`config.mk`:
```
export PLATFORM = sky130hd
export DESIGN_NAME = otps_burn_verify
export DESIGN_NICKNAME = d
export VERILOG_FILES = /design/src/hdl/otps_pkg.sv /design/src/hdl/otps_burn_verify.sv
export SDC_FILE = /design/constraint.sdc
export NUM_CORES = 1
export LEC_CHECK = 0
export BUFFER_PORTS_ARGS = -buffer_cell sky130_fd_sc_hd__buf_2
export CELL_PAD_IN_SITES_DETAIL_PLACEMENT = 2
export CELL_PAD_IN_SITES_GLOBAL_PLACEMENT = 2
export CORE_MARGIN = 3
export CORE_UTILIZATION = 39
export DETAILED_ROUTE_END_ITERATION = 12
export PLACE_DENSITY = 0.79
export RECOVER_POWER = 50
export SETUP_SLACK_MARGIN = 0.5
export SLEW_MARGIN = 20
export SYNTH_ARGS = -nofsm -noshare
export SYNTH_HDL_FRONTEND = slang
export SYNTH_SLANG_ARGS = --single-unit
```
`constraint.sdc`:
```
create_clock -name mclk -period 3.6 [get_ports mclk]
set_input_delay 0.18 -clock mclk [delete_from_list [all_inputs] [get_ports mclk]]
set_output_delay 0.18 -clock mclk [all_outputs]
set_load 0.05 [all_outputs]
```
`src/hdl/otps_pkg.sv`:
```
package otps_pkg;
	// Register indices; byte address is four times the index
	localparam logic [9:0] IDX_CFG_FIRST  = 10'h000;
	localparam logic [9:0] IDX_SIG_FIRST  = 10'h002;
	localparam logic [9:0] IDX_SIG_LAST   = 10'h01d;
	localparam logic [9:0] IDX_SIGNATURE  = 10'h01e;
	localparam logic [9:0] IDX_ANGLE      = 10'h020;
	localparam logic [9:0] IDX_CORE_CTRL  = 10'h023;
	localparam logic [9:0] IDX_IRQ_STATUS = 10'h040;
	localparam logic [9:0] IDX_IRQ_MASK   = 10'h041;
	localparam logic [9:0] IDX_MODE       = 10'h042;
	localparam logic [9:0] IDX_KEY_FIRST  = 10'h062;
	localparam logic [9:0] IDX_KEY_SECOND = 10'h063;
	localparam int         CFG_BYTES      = 31;
	localparam int         SIG_BYTES      = 28;

	// Field positions inside the configuration bytes
	localparam logic [9:0] IDX_LOCK       = 10'h01d;
	localparam int         BIT_LOCK       = 7;
	localparam logic [9:0] IDX_FBAND      = 10'h01c;
	localparam int         BIT_FBAND      = 0;

	// Command values
	localparam logic [7:0] CORE_DSP_RST   = 8'h20;
	localparam logic [7:0] CORE_GUARD     = 8'h40;
	localparam logic [7:0] CORE_NORMAL    = 8'h00;
	localparam logic [7:0] KEY_FIRST_VAL  = 8'h70;
	localparam logic [7:0] KEY_SECOND_VAL = 8'h51;
	localparam logic [7:0] MISR_POLY      = 8'h1d;
	localparam logic [7:0] MISR_SEED      = 8'h00;

	// Reset values
	localparam logic [7:0] CFG_RESET      = 8'h00;
	localparam logic [2:0] EVT_RESET      = 3'h0;

	// Timing
	localparam int         CLK_MHZ        = 50;
	localparam int         BURN_TIME_US   = 10000;
	localparam int         REFRESH_TIME_US = 5000;
	localparam int         BURN_CYCLES    = BURN_TIME_US * CLK_MHZ;
	localparam int         REFRESH_CYCLES = REFRESH_TIME_US * CLK_MHZ;
	localparam int         CNT_W          = 20;

	typedef enum logic [2:0] {ST_LOAD, ST_CHECK, ST_COMM, ST_FUNC, ST_FAIL, ST_BURN, ST_REFRESH} otps_state_t;

	// Interrupt events, one bit each, same layout in status and mask
	typedef struct packed {
		logic sigFail;
		logic refreshDone;
		logic burnDone;
	} otps_evt_t;
endpackage

```
`src/hdl/otps_burn_verify.sv`:
```
// Operation
// - Signature covers bytes 0x02..0x1D ascending
// - MISR: shift, XOR byte, XOR 29 on carry
// - Unlocked part boots into communication mode
// - Core 0x20 write restarts angle measurement
// - Measured angle register shows current angle
// - Signature byte lives at index 0x1E
// - Burn only after 0x70 then 0x51
// - Burn completes in programming time window
// - Core 0x40 guard threshold, 0x00 normal
// - Threshold change reloads shadow after refresh time
// - Locked part boots into functional mode
// - Signature mismatch holds output hi-z until reset
// - Config bit selects lower or upper band
`timescale 1ns/10ps
`default_nettype none
module otps_burn_verify
	import otps_pkg::*;
#(
	parameter int BURN_CYC    = BURN_CYCLES,
	parameter int REFRESH_CYC = REFRESH_CYCLES
)(
	input  wire logic        mclk,
	input  wire logic        nrst,
	input  wire logic        nPor,
	input  wire logic        psel,
	input  wire logic        penable,
	input  wire logic        pwrite,
	input  wire logic [11:0] paddr,
	input  wire logic [31:0] pwdata,
	output logic      [31:0] prdata,
	output logic             pready,
	output logic             pslverr,
	input  wire logic [13:0] angleIn,
	output logic             dspReset,
	output logic             guardBand,
	output logic             commMode,
	output logic             funcMode,
	output logic             outDriveEn,
	output logic             failBandHigh,
	output logic             irq
);

	localparam logic [CNT_W-1:0] BURN_LAST = CNT_W'(BURN_CYC - 1);
	localparam logic [CNT_W-1:0] REFR_LAST = CNT_W'(REFRESH_CYC - 1);
	localparam logic [CNT_W-1:0] BURN_LEN  = CNT_W'(BURN_CYC);
	localparam int               SIG_SPAN  = SIG_BYTES - 1;

	// One signature step: shift, fold in the byte, fold the carry
	function automatic logic [7:0] misr_step(input logic [7:0] s, input logic [7:0] d);
		misr_step = {s[6:0], 1'b0} ^ d ^ (s[7] ? MISR_POLY : 8'h00);
	endfunction

	// Word index of an aligned address; misaligned maps to an unused index
	function automatic logic [9:0] reg_index(input logic [11:0] a);
		reg_index = (a[1:0] == 2'h0) ? a[11:2] : 10'h3ff;
	endfunction

	otps_state_t             state_reg, state_next;
	logic [CNT_W-1:0]        cnt_reg, cnt_next;
	logic [4:0]              ckIdx_reg, ckIdx_next;
	logic [7:0]              sig_reg, sig_next;
	logic [CFG_BYTES-1:0][7:0] shadow_reg, shadow_next;
	logic [CFG_BYTES-1:0][7:0] fuse_reg, fuse_next;
	logic [7:0]              core_reg, core_next;
	logic                    armed_reg, armed_next;
	logic                    guard_reg, guard_next;
	logic                    dsp_reg, dsp_next;
	logic [13:0]             angle_reg, angle_next;
	otps_evt_t               status_reg, status_next;
	otps_evt_t               mask_reg, mask_next;
	otps_evt_t               evt;
	logic [31:0]             rdata_reg, rdata_next;
	logic                    err_reg, err_next;
	logic [CNT_W-1:0]        burnAge_reg, burnAge_next;
	logic                    porMeta_reg;
	logic                    porSync_reg;

	logic       setup;
	logic       wrAcc;
	logic [9:0] wIdx;
	logic [9:0] sIdx;
	logic       inComm;
	logic       locked;

	// Zero-wait slave: data is prepared in setup, answered in access
	assign setup  = psel & ~penable;
	assign wrAcc  = psel & penable & pwrite;
	assign wIdx   = reg_index(paddr);
	assign sIdx   = reg_index(paddr);
	assign inComm = (state_reg == ST_COMM);
	assign locked = shadow_reg[IDX_LOCK[4:0]][BIT_LOCK];

	// Control sequencer: boot load, signature check, modes, burn, refresh
	always_comb begin
		state_next  = state_reg;
		cnt_next    = cnt_reg;
		ckIdx_next  = ckIdx_reg;
		sig_next    = sig_reg;
		shadow_next = shadow_reg;
		fuse_next   = fuse_reg;
		core_next   = core_reg;
		armed_next  = armed_reg;
		guard_next  = guard_reg;
		dsp_next    = 1'b0;
		evt         = EVT_RESET;
		case (state_reg)
			ST_LOAD: begin
				shadow_next = fuse_reg;
				ckIdx_next  = IDX_SIG_FIRST[4:0];
				sig_next    = MISR_SEED;
				state_next  = ST_CHECK;
			end
			ST_CHECK: begin
				sig_next   = misr_step(sig_reg, shadow_reg[ckIdx_reg]);
				ckIdx_next = ckIdx_reg + 5'h01;
				if (ckIdx_reg == IDX_SIG_LAST[4:0]) begin
					if (!locked) begin
						state_next = ST_COMM;
					end else if (sig_next == shadow_reg[IDX_SIGNATURE[4:0]]) begin
						state_next = ST_FUNC;
					end else begin
						state_next  = ST_FAIL;
						evt.sigFail = 1'b1;
					end
				end
			end
			ST_COMM: begin
				if (wrAcc) begin
					armed_next = 1'b0;
					if (wIdx <= IDX_SIGNATURE) begin
						shadow_next[wIdx[4:0]] = pwdata[7:0];
					end else if (wIdx == IDX_CORE_CTRL) begin
						core_next = pwdata[7:0];
						if (pwdata[7:0] == CORE_DSP_RST) begin
							dsp_next = 1'b1;
						end
						if (pwdata[7:0] == CORE_GUARD || pwdata[7:0] == CORE_NORMAL) begin
							guard_next = (pwdata[7:0] == CORE_GUARD);
							if ((pwdata[7:0] == CORE_GUARD) != guard_reg) begin
								cnt_next   = '0;
								state_next = ST_REFRESH;
							end
						end
					end else if (wIdx == IDX_KEY_FIRST) begin
						armed_next = (pwdata[7:0] == KEY_FIRST_VAL);
					end else if (wIdx == IDX_KEY_SECOND && armed_reg && pwdata[7:0] == KEY_SECOND_VAL) begin
						cnt_next   = '0;
						state_next = ST_BURN;
					end
				end
			end
			ST_BURN: begin
				// Fuses only ever go from 0 to 1, so the image is OR-ed in
				cnt_next = cnt_reg + 1'b1;
				if (cnt_reg == BURN_LAST) begin
					fuse_next    = fuse_reg | shadow_reg;
					evt.burnDone = 1'b1;
					state_next   = ST_COMM;
				end
			end
			ST_REFRESH: begin
				cnt_next = cnt_reg + 1'b1;
				if (cnt_reg == REFR_LAST) begin
					shadow_next     = fuse_reg;
					evt.refreshDone = 1'b1;
					state_next      = ST_COMM;
				end
			end
			ST_FUNC: begin
				state_next = ST_FUNC;
			end
			ST_FAIL: begin
				state_next = ST_FAIL;
			end
			default: begin
				state_next = ST_LOAD;
			end
		endcase
		// The fuse array survives a device reset; only power-on clears it
		if (!porSync_reg) begin
			fuse_next = '0;
		end
	end

	always_ff @(posedge mclk) begin
		fuse_reg <= fuse_next;
		if (!nrst) begin
			state_reg  <= ST_LOAD;
			cnt_reg    <= '0;
			ckIdx_reg  <= 5'h00;
			sig_reg    <= MISR_SEED;
			shadow_reg <= '0;
			core_reg   <= CFG_RESET;
			armed_reg  <= 1'b0;
			guard_reg  <= 1'b0;
			dsp_reg    <= 1'b0;
		end else begin
			state_reg  <= state_next;
			cnt_reg    <= cnt_next;
			ckIdx_reg  <= ckIdx_next;
			sig_reg    <= sig_next;
			shadow_reg <= shadow_next;
			core_reg   <= core_next;
			armed_reg  <= armed_next;
			guard_reg  <= guard_next;
			dsp_reg    <= dsp_next;
		end
	end

	// Power-on clear comes from a pin; retimed, and not reset so nrst spares the fuses
	always_ff @(posedge mclk) begin
		porMeta_reg <= nPor;
		porSync_reg <= porMeta_reg;
	end

	// Burn length gauge kept apart from the sequencer's own counter
	always_comb begin
		burnAge_next = (state_reg == ST_BURN) ? burnAge_reg + 1'b1 : '0;
	end

	always_ff @(posedge mclk) begin
		if (!nrst) begin
			burnAge_reg <= '0;
		end else begin
			burnAge_reg <= burnAge_next;
		end
	end

	// Angle tracking; a core restart drops the old value so a fresh one is seen
	always_comb begin
		angle_next = dsp_reg ? 14'h0000 : angleIn;
	end

	always_ff @(posedge mclk) begin
		if (!nrst) begin
			angle_reg <= 14'h0000;
		end else begin
			angle_reg <= angle_next;
		end
	end

	// Interrupt status and mask; a new event wins over a same-cycle clear
	always_comb begin
		status_next = status_reg;
		mask_next   = mask_reg;
		if (wrAcc && wIdx == IDX_IRQ_STATUS) begin
			status_next = status_reg & ~otps_evt_t'(pwdata[2:0]);
		end
		if (wrAcc && wIdx == IDX_IRQ_MASK) begin
			mask_next = otps_evt_t'(pwdata[2:0]);
		end
		status_next = status_next | evt;
	end

	always_ff @(posedge mclk) begin
		if (!nrst) begin
			status_reg <= EVT_RESET;
			mask_reg   <= EVT_RESET;
		end else begin
			status_reg <= status_next;
			mask_reg   <= mask_next;
		end
	end

	// Read data and error are latched in setup so they come from flops
	always_comb begin
		rdata_next = rdata_reg;
		err_next   = err_reg;
		if (setup) begin
			rdata_next = 32'h00000000;
			err_next   = 1'b0;
			if (sIdx <= IDX_SIGNATURE) begin
				rdata_next = {24'h000000, shadow_reg[sIdx[4:0]]};
				err_next   = pwrite & ~inComm;
			end else if (sIdx == IDX_ANGLE) begin
				rdata_next = {18'h00000, angle_reg};
				err_next   = pwrite;
			end else if (sIdx == IDX_CORE_CTRL) begin
				rdata_next = {24'h000000, core_reg};
				err_next   = pwrite & ~inComm;
			end else if (sIdx == IDX_KEY_FIRST || sIdx == IDX_KEY_SECOND) begin
				err_next   = ~pwrite | ~inComm;
			end else if (sIdx == IDX_IRQ_STATUS) begin
				rdata_next = {29'h00000000, status_reg};
			end else if (sIdx == IDX_IRQ_MASK) begin
				rdata_next = {29'h00000000, mask_reg};
			end else if (sIdx == IDX_MODE) begin
				rdata_next = {29'h00000000, state_reg};
			end else begin
				err_next = 1'b1;
			end
		end
	end

	always_ff @(posedge mclk) begin
		if (!nrst) begin
			rdata_reg <= 32'h00000000;
			err_reg   <= 1'b0;
		end else begin
			rdata_reg <= rdata_next;
			err_reg   <= err_next;
		end
	end

	// Output stage; failure parks the driver in hi-z
	assign prdata       = rdata_reg;
	assign pready       = psel & penable;
	assign pslverr      = psel & penable & err_reg;
	assign dspReset     = dsp_reg;
	assign guardBand    = guard_reg;
	assign commMode     = inComm;
	assign funcMode     = (state_reg == ST_FUNC);
	assign outDriveEn   = (state_reg == ST_FUNC);
	assign failBandHigh = shadow_reg[IDX_FBAND[4:0]][BIT_FBAND];
	assign irq          = |(status_reg & mask_reg);
endmodule
`default_nettype wire

```
Yosys cells after proc, flatten, opt, wreduce, memory -nomap -nowiden --
Index checks and enable logic that the tools add are counted.
Storage, ports and cells: flip-flop bits (word level) 598, latch bits 0, memory bits (writable) 0, ROM bits 0, output and inout port bits 41, memories kept 0
Operators by class: add/subtract/negate cells 2, $mul 0, divide/modulo/power cells 0, $lt $le $gt $ge 4, equal/unequal tests 32, shifts and indexed selects 0, mux-type cells 63, bitwise gates (word level) 20, reduce and logical (&&, ||, !) cells 24
Operators by type and width (number):
- $mux 248 | 3
- $pmux 248 s3 | 1
- $bwmux 248 | 1
- $or 248x248->248 | 1
- $mux 20 | 7
- $bmux 8 s5 | 2
- $mux 3 | 17
- $eq 10x7->1 const B | 5
- $demux 8 s5 | 1
- $pmux 20 s2 | 1
- $mux 8 | 4
- $mux 14 | 2
- $eq 8x7->1 const B | 3
- $pmux 3 s7 | 1
- $add 20x1->20 const B | 1
- $eq 10x6->1 const B | 2
- $eq 20x18->1 const B | 1
- $eq 20x19->1 const B | 1
- $mux 1 | 19
- $pmux 8 s2 | 1
- $lt 5x6->1 const B | 2
- $le 10x5->1 const B | 1
- $mux 10 | 1
- $ne 2x2->1 const B | 5
- other kinds (37) | 62

Depth between registers and ports, before layout --
Gate-level depths: netlist of the first run.
word-level depth 11, gate-level depth with buffers 12, gate-level depth less buffers 9

Worst setup path after synthesis of the first run --
Ideal clock, no wire load.
path type register to register, start reg ckIdx_reg[0], end reg state_reg[2], library setup time 0.122 ns, arrival 2.537 ns, required time 3.478 ns, path slack 0.941 ns, stages on the path, launching flop included 12, buffers on the path 4, cell sequence dfxtp_1 -> buf_2 -> buf_4 -> buf_2 -> buf_2 -> mux4_2 -> xnor2_1 -> nand2_1 -> a41oi_1 -> nor4_2 -> nand4_1 -> o311a_1
Between the ends: word-level cells in the longest chain between the ends 9
RTL lines:
- from (decl) | RTL line otps_burn_verify.sv:61 | logic [4:0] ckIdx_reg, ckIdx_next;
- from (signal assigned) | RTL line otps_burn_verify.sv:201 | ckIdx_reg <= ckIdx_next;
- $bmux 8 s5 | RTL line otps_burn_verify.sv:115 | sig_next = misr_step(sig_reg, shadow_reg[ckIdx_reg]);
- $mux 8 (not written as such) | RTL line otps_burn_verify.sv:115
- $xor 8x8->8 | RTL line otps_burn_verify.sv:51 | misr_step = {s[6:0], 1'b0} ^ d ^ (s[7] ? MISR_POLY : 8'h00);
- $xor 8x5->8 | RTL line otps_burn_verify.sv:51
- $eq 8x8->1 | RTL line otps_burn_verify.sv:120 | end else if (sig_next == shadow_reg[IDX_SIGNATURE[4:0]]) begin
- $mux 3 | RTL line otps_burn_verify.sv:120
- $mux 3 | RTL line otps_burn_verify.sv:118 | if (!locked) begin
- $mux 3 | RTL line otps_burn_verify.sv:117 | if (ckIdx_reg == IDX_SIG_LAST[4:0]) begin
- $pmux 3 s7 | RTL line otps_burn_verify.sv:107 | case (state_reg)
- to (signal assigned) | RTL line otps_burn_verify.sv:199 | state_reg <= state_next;
- to (decl) | RTL line otps_burn_verify.sv:59 | otps_state_t state_reg, state_next;
Parallel ways exist; a longest one is shown, timed or not. The select of a mux whose other input is x is not followed. A chain may end at the register's enable or synchronous reset.

Worst setup path after layout of the first run --
start in paddr[2], end reg shadow_reg[198] (netlist name)
Between the ends: word-level cells in the longest chain between the ends 9
RTL lines:
- from (decl) | RTL line otps_burn_verify.sv:29 | input wire logic [11:0] paddr,
- $mux 10 (*) | RTL line otps_burn_verify.sv:56 | reg_index = (a[1:0] == 2'h0) ? a[11:2] : 10'h3ff;
- $lt 5x6->1 (not written as such) / $ge 5x1->1 (equally long branches) | RTL line otps_burn_verify.sv:132 | shadow_next[wIdx[4:0]] = pwdata[7:0];
- $logic_and 1x1->1 (not written as such) | RTL line otps_burn_verify.sv:132
- $mux 8 (not written as such) | RTL line otps_burn_verify.sv:132
- $demux 8 s5 | RTL line otps_burn_verify.sv:132
- $bwmux 248 | RTL line otps_burn_verify.sv:132
- $mux 248 | RTL line otps_burn_verify.sv:131 | if (wIdx <= IDX_SIGNATURE) begin
- $mux 248 | RTL line otps_burn_verify.sv:129 | if (wrAcc) begin
- $pmux 248 s3 | RTL line otps_burn_verify.sv:107
- to (signal assigned) | RTL line otps_burn_verify.sv:203 | shadow_reg <= shadow_next;
- to (decl) | RTL line otps_burn_verify.sv:63 | logic [CFG_BYTES-1:0][7:0] shadow_reg, shadow_next;
Mark *: on every way between the ends. The rest lies on a longest branch, timed or not. The select of a mux whose other input is x is not followed.

==> results.sh, run 1 <==
export IMPL_status="finished with violations"
export IMPL_violations="max-capacitance violations, max-slew violations"
export IMPL_placed_cell_area_sq_mm=0.0292
export IMPL_cp_startpoint="paddr[2]"
export IMPL_routedWlPerCell_microns=31.0
export IMPL_cts_tree="yes"
export IMPL_arrival_ns=3.83
export IMPL_clock_sinks=580
export IMPL_layout_drive_gt1_share=0.199
export IMPL_grt_max_degree=148
export IMPL_hpwl_mm=80.9
export IMPL_tightest_slew_ns=2.05
export IMPL_synthMuxAreaShare=0.0681
export IMPL_r2r_end="shadow_reg[132]$_SDFFE_PN0P_"
export IMPL_dieArea_sq_mm=0.0740
export IMPL_finalSetupViolCount=0
export IMPL_portBuffers=62
export IMPL_nets=3171
export IMPL_yosys_area_share_simple=0.180
export IMPL_ys_seq_area_frac=0.421
export IMPL_clk_pin_slew_ns=0.07
export IMPL_max_slew_margin=-0.365
export IMPL_synthCells=3072
export IMPL_synth_edff_count=0
export IMPL_end_kind="flop"
export IMPL_start_util=0.398
export IMPL_vias=26600
export IMPL_synth_xor_area_frac=0.0150
export IMPL_ioPinCount=105
export IMPL_ys_types=85
export IMPL_worstSetupEndpoint="shadow_reg[198]$_SDFFE_PN0P_"
export IMPL_die_w_microns=272
export IMPL_cp_max_fo=12
export IMPL_synth_area_sq_mm=0.0276
export IMPL_dr_pass1_iters=6
export IMPL_layout_setup_ws_ns=0.323
export IMPL_irDropWorstVdd_mv=0.681
export IMPL_clock_latency_ns=0.64
export IMPL_drt_iter0_drc=2553
export IMPL_timing_rr_start="cnt_reg[0]$_SDFFE_PN0P_"
export IMPL_antenna_found_initial=7
export IMPL_min_path_cells=4
export IMPL_p_total_mw=25.8
export IMPL_final_max_slew_viol_count=80
export IMPL_grt_overflow=0
export IMPL_yosys_area_share_adder=0.00136
export IMPL_fin_skew_ns=0.0250
export IMPL_synth_compound_area_frac=0.267
export IMPL_rsz0062_at_grt="yes"
export IMPL_post_route_period_util=0.910
export IMPL_stdcell_count=4094
export IMPL_grt_usage=0.333
export IMPL_start_kind="primary input"
export IMPL_drv_cap=1
export IMPL_drc_errors=0
export IMPL_hold_path_class="primary input to flop"
export IMPL_std_cell_rows=96
export IMPL_clk_path_buf_depth=3
export IMPL_syn_avg_cell_area_sq_um=8.99
export IMPL_post_place_cells=3931
export IMPL_synth_seq_cells=580
export IMPL_regToRegSetupSlack_ns=0.39
export IMPL_post_place_ws_ns=0.307
export IMPL_die_h_microns=272
export IMPL_p_leak_nw=11.7
export IMPL_synth_ff_type="dfxtp_1"
export IMPL_fin_crit_ns=3.28
export IMPL_ant_nets=0
export IMPL_h_tree_depth=3
export IMPL_largest_register_ffs=248
export IMPL_cts_root_buf="clkbuf_16"
export IMPL_fin_area_sq_mm=0.0319
export IMPL_area_delta_synth_final_pct=15.5
export IMPL_worstPathRequired_ns=4.15
export IMPL_async_flop_share=0
export IMPL_cts_buffers_inserted=67
export IMPL_power_density_mw_per_mm2=808
export IMPL_max_freq_ghz=0.305
export IMPL_synth_top_family_by_area="compound AO/OA/AOI/OAI gates"
export IMPL_coreArea_sq_mm=0.0693
export IMPL_globalplace_congestion=0.977
export IMPL_first_global_vias=28400
export IMPL_r2r_cells=10
export IMPL_synth_warning_count=0
export IMPL_critPathKind="primary input to flop"
export IMPL_wirelength_mm=127
export IMPL_finalHoldViolations=0
export IMPL_grt_pass1_wl_mm=188
export IMPL_fin_tns_setup_ns=0
export IMPL_avgViaCountPerCell=6.49
-- critical path, stage by stage --
cell      delay (ns)
clkbuf_2        0.31
nor2_1          0.71
clkbuf_1        0.47
nand2_1         0.17
clkbuf_2        0.44
nor2_1          0.68
nor2_1          0.09
nor2_1          0.46
o221a_1         0.29
-- synth_stat cells (all sizes together) (5+ instances only) --
library cell | instances | area share
o22a | 5 | 0.0016
a22oi | 62 | 0.017
nor2b | 262 | 0.059
dfxtp | 580 | 0.42
nand2 | 105 | 0.014
or4 | 5 | 0.0014
nand4 | 13 | 0.0029
o22ai | 29 | 0.0066
or3 | 10 | 0.0024
a221oi | 7 | 0.0022
a21oi | 551 | 0.10
o21ai | 45 | 0.0082
xor2 | 20 | 0.0063
mux2 | 13 | 0.0053
a211oi | 6 | 0.0021
and2 | 21 | 0.0048
a31oi | 9 | 0.0020
nand2b | 11 | 0.0025
clkbuf | 200 | 0.027
mux4 | 33 | 0.027
o221a | 250 | 0.10
o221ai | 6 | 0.0019
nor2 | 442 | 0.071
nand3 | 34 | 0.0062
and3 | 9 | 0.0020
nor3 | 18 | 0.0034
mux2i | 99 | 0.036
buf | 85 | 0.019
or2 | 6 | 0.0014
nor4 | 11 | 0.0027
a22o | 12 | 0.0038
a222oi | 21 | 0.0076
inv | 12 | 0.0016
xnor2 | 17 | 0.0054
-- per-stage QoR --
stage                     hold slack, ns   util
final                              0.115  0.460
after global routing               0.130  0.460
after CTS                         0.0469  0.461
after detailed placement           0.288  0.421
after global placement             0.285  0.421
after floorplan                    0.208      -
-- power by group --
| group | total (mW) | internal, mW | switching [mW] |
|---|---|---|---|
| combinational | 9.93 | 3.89 | 6.04 |
| sequential | 8.61 | 7.26 | 1.35 |
| clock | 7.22 | 4.27 | 2.95 |
| total | 25.8 | 15.4 | 10.3 |
-- logic make-up after synthesis --
family	count (synthesis)
buf+inv	299
mux	145
compound gates	1040
other cells	1
xor+xnor	41
flops	580
simple gates	963
fa+ha+maj	3
-- cell usage in the layout (no fill, tap or decap), types with 17 or more instances in the layout --
| cell type | Yosys | layout |
|---|---|---|
| a21oi_1 | 551 | 549 |
| xnor2_1 | 17 | 17 |
| nand3_1 | 34 | 34 |
| buf_2 | 46 | 37 |
| buf_4 | 26 | 117 |
| o22ai_1 | 29 | 25 |
| dfxtp_1 | 580 | 575 |
| o221a_2 | 217 | 217 |
| mux2i_1 | 99 | 97 |
| nand2_1 | 105 | 104 |
| conb_1 | 1 | 18 |
| nor2b_1 | 262 | 258 |
| o21ai_0 | 45 | 45 |
| xor2_1 | 20 | 20 |
| mux4_2 | 33 | 33 |
| o221a_1 | 33 | 33 |
| a222oi_1 | 21 | 21 |
| dlygate4sd3_1 | 0 | 25 |
| a22oi_1 | 62 | 62 |
| nor2_1 | 411 | 413 |
| clkbuf_16 | 0 | 69 |
| clkbuf_1 | 200 | 41 |
-- routing by layer --
layer | GRT usage | up-vias | wire length, microns
met4 | 0.166 | 2 | 6950
met5 | 0 | - | 14
li1 | - | 11300 | -
met2 | 0.558 | 1085 | 60300
met1 | 0.411 | 13800 | 51100
met3 | 0.0601 | 370 | 8470
-- how the worst min path moves through the flow --
stage                         from                       to  slack [ns]
final                      penable  prdata[11]$_SDFFE_PN0P_        0.11
after global routing       penable  prdata[13]$_SDFFE_PN0P_        0.13
after detailed placement      nPor      porMeta_reg$_DFF_P_        0.29
after floorplan               nPor      porMeta_reg$_DFF_P_        0.21
after global placement        nPor      porMeta_reg$_DFF_P_        0.28
after CTS                 paddr[9]   armed_reg$_SDFFE_PN0P_        0.05
-- final cells by class --
class | count | area, sq um
antenna | 5 | 12.5
clock buffer | 100 | 1980
clock inverter | 23 | 317
fill | 7422 | 37400
inverter | 14 | 66.3
multi-input combinational | 2210 | 14900
sequential | 580 | 11600
tap | 931 | 1160
timing repair buffer | 230 | 1850
timing repair inverter | 1 | 8.76
-- what timing repair did --
action | 4_1_cts | 5_1_grt
pin swaps | 3 | 6
gates cloned | 2 | 0
buffers inserted | 7 | 1
hold buffers | 25 | 0
gates resized for setup | 20 | 24
endpoints found under the setup margin | 5 | 12
endpoints found under the hold margin | 33 | 0
Power figures use the tool's default switching activity.
==> run 2: changes to the inputs <==
Settings changed: ABC_CLOCK_PERIOD_IN_PS from default to 3600, GPL_ROUTABILITY_DRIVEN from default to 0, SETUP_SLACK_MARGIN 0.5 to 0.15.
==> run 2 against run 1 <==
Net effect:
- the flow still finishes with violations (max-capacitance violations, max-slew violations)
- combinational power decreased by 1%
- setup slack got worse by 0.12 ns
- non-clock buffer count down 2
- critical path type is now flop to flop
- critical endpoint is now state_reg[2]$_SDFFE_PN0P_
==> results.sh, run 2 (synthesis results as in run 1) <==
export IMPL_dr_wl_met3_mm=8.51
export IMPL_max_freq_ghz=0.294
export IMPL_wirelength_met1_mm=50.3
export IMPL_ioPinCount=105
export IMPL_drc_errors=0
export IMPL_cts_root_buf="clkbuf_16"
export IMPL_end_kind="flop"
export IMPL_min_path_cells=4
export IMPL_internal_power_mw=15.0
export IMPL_power_share_clock=0.274
export IMPL_grt_pass1_wl_mm=189
export IMPL_drt_iter0_drc=2529
export IMPL_clock_sinks=580
export IMPL_clk_path_buf_depth=3
export IMPL_rsz0062_at_grt="no"
export IMPL_cts_setup_buffers=0
export IMPL_p_leak_nw=11.6
export IMPL_fin_tns_setup_ns=0
export IMPL_cts_hold_buffers=25
export IMPL_cts_resized=0
export IMPL_cp_max_fo=17
export IMPL_critPathKind="flop to flop"
export IMPL_fin_area_sq_mm=0.0317
export IMPL_arrival_ns=3.91
export IMPL_p_total_mw=25.4
export IMPL_cts_tree="yes"
export IMPL_die_h_microns=272
export IMPL_post_route_period_util=0.943
export IMPL_layout_setup_ws_ns=0.204
export IMPL_clock_latency_ns=0.65
export IMPL_antenna_found_initial=6
export IMPL_finalSetupViolCount=0
export IMPL_cts_buffers_inserted=68
export IMPL_pwr_share_seq=0.339
export IMPL_grt_usage=0.332
export IMPL_status="finished with violations"
export IMPL_final_fill_count=7410
export IMPL_hpwl_mm=80.9
export IMPL_post_place_ws_ns=0.352
export IMPL_p_sw_mw=10.3
export IMPL_std_cell_rows=96
export IMPL_hold_path_class="primary input to flop"
export IMPL_worstPathRequired_ns=4.11
export IMPL_irDropWorstVdd_mv=0.782
export IMPL_start_kind="flop"
export IMPL_dr_pass1_iters=7
export IMPL_die_w_microns=272
export IMPL_grt_max_degree=131
export IMPL_regArea_sq_mm=0.0116
export IMPL_ant_nets=0
export IMPL_dieArea_sq_mm=0.0740
export IMPL_r2r_cells=9
export IMPL_h_tree_depth=3
export IMPL_fin_skew_ns=0.0304
export IMPL_start_util=0.398
export IMPL_routedWlPerCell_microns=30.8
export IMPL_placed_cell_area_sq_mm=0.0293
export IMPL_share_comb_of_total_power=0.386
export IMPL_switching_share=0.407
export IMPL_coreArea_sq_mm=0.0693
export IMPL_power_density_mw_per_mm2=801
export IMPL_max_slew_margin=-0.563
export IMPL_clk_pin_slew_ns=0.06
export IMPL_vias=26600
export IMPL_layout_common_cells="576 x dfxtp_1, 551 x a21oi_1, 405 x nor2_1"
export IMPL_drv_cap=1
export IMPL_tightest_slew_ns=2.35
export IMPL_wirelength_mm=126
export IMPL_holdWs_ns=0.167
export IMPL_top_layer_used="met5"
export IMPL_multi_input_area_sq_mm=0.0148
export IMPL_fin_crit_ns=3.40
export IMPL_violations="max-capacitance violations, max-slew violations"
export IMPL_finalHoldViolations=0
export IMPL_grt_overflow=0
export IMPL_portBuffers=62
export IMPL_layout_drive_gt1_share=0.193
export IMPL_final_common_cell="dfxtp_1"
export IMPL_largest_register_ffs=248
export IMPL_wl_met2_mm=59.4
export IMPL_area_delta_synth_final_pct=14.7
export IMPL_avgViaCountPerCell=6.53
export IMPL_first_global_vias=28700
export IMPL_nets=3169
export IMPL_final_max_slew_viol_count=91
[run 2: worst paths after layout]
kind | startpoint | end | slack (ns)
max | ckIdx_reg[1]$_SDFFE_PN0P_ | state_reg[2]$_SDFFE_PN0P_ | 0.20
min | penable | prdata[10]$_SDFFE_PN0P_ | 0.17
max reg2reg | ckIdx_reg[1]$_SDFFE_PN0P_ | state_reg[2]$_SDFFE_PN0P_ | 0.20
min reg2reg | porMeta_reg$_DFF_P_ | porSync_reg$_DFF_P_ | 0.33
[run 2: power by group through the flow]
stage | Combinational, mW | Sequential (mW) | Clock (mW)
2_1_floorplan | 6.89 | 7.92 | 0
3_3_place_gp | 9.07 | 8.57 | 0
3_5_place_dp | 9.52 | 8.65 | 0
4_1_cts | 9.66 | 8.53 | 7.02
5_1_grt | 10.4 | 8.63 | 7.32
6_report | 9.80 | 8.61 | 6.96
[run 2: through the flow]
stage / utilization / std cells
after CTS: 0.458 / 4080
after global routing: 0.457 / 4080
after global placement: 0.423 / 3938
after detailed placement: 0.423 / 3938
final: 0.457 / 4083
after floorplan: - / 3089
[run 2: critical path, cell delays in order, from the launching register on]
cell and delay (ns):
dfxtp_4 0.60, buf_4 0.32, mux2i_1 0.12, a22oi_1 0.27
a21oi_1 0.20, nor4_1 0.63, xnor2_1 0.21, o2111a_1 0.27
nand4_1 0.27, o311a_1 0.38
[run 2: layout make-up]
| class | instances | area share |
|---|---|---|
| Antenna cell | 3 | 0.000237 |
| Clock buffer | 93 | 0.0602 |
| Clock inverter | 24 | 0.00857 |
| Inverter | 14 | 0.00190 |
| Multi-Input combinational cell | 2210 | 0.468 |
| Sequential cell | 580 | 0.367 |
| Tap cell | 931 | 0.0368 |
| Timing Repair Buffer | 228 | 0.0573 |
[run 2: routing by layer]
metal  track usage  vias up
met5             0        -
met4         0.173        4
met3        0.0601      418
met2         0.552     1151
met1         0.410    13800
li1              -    11300
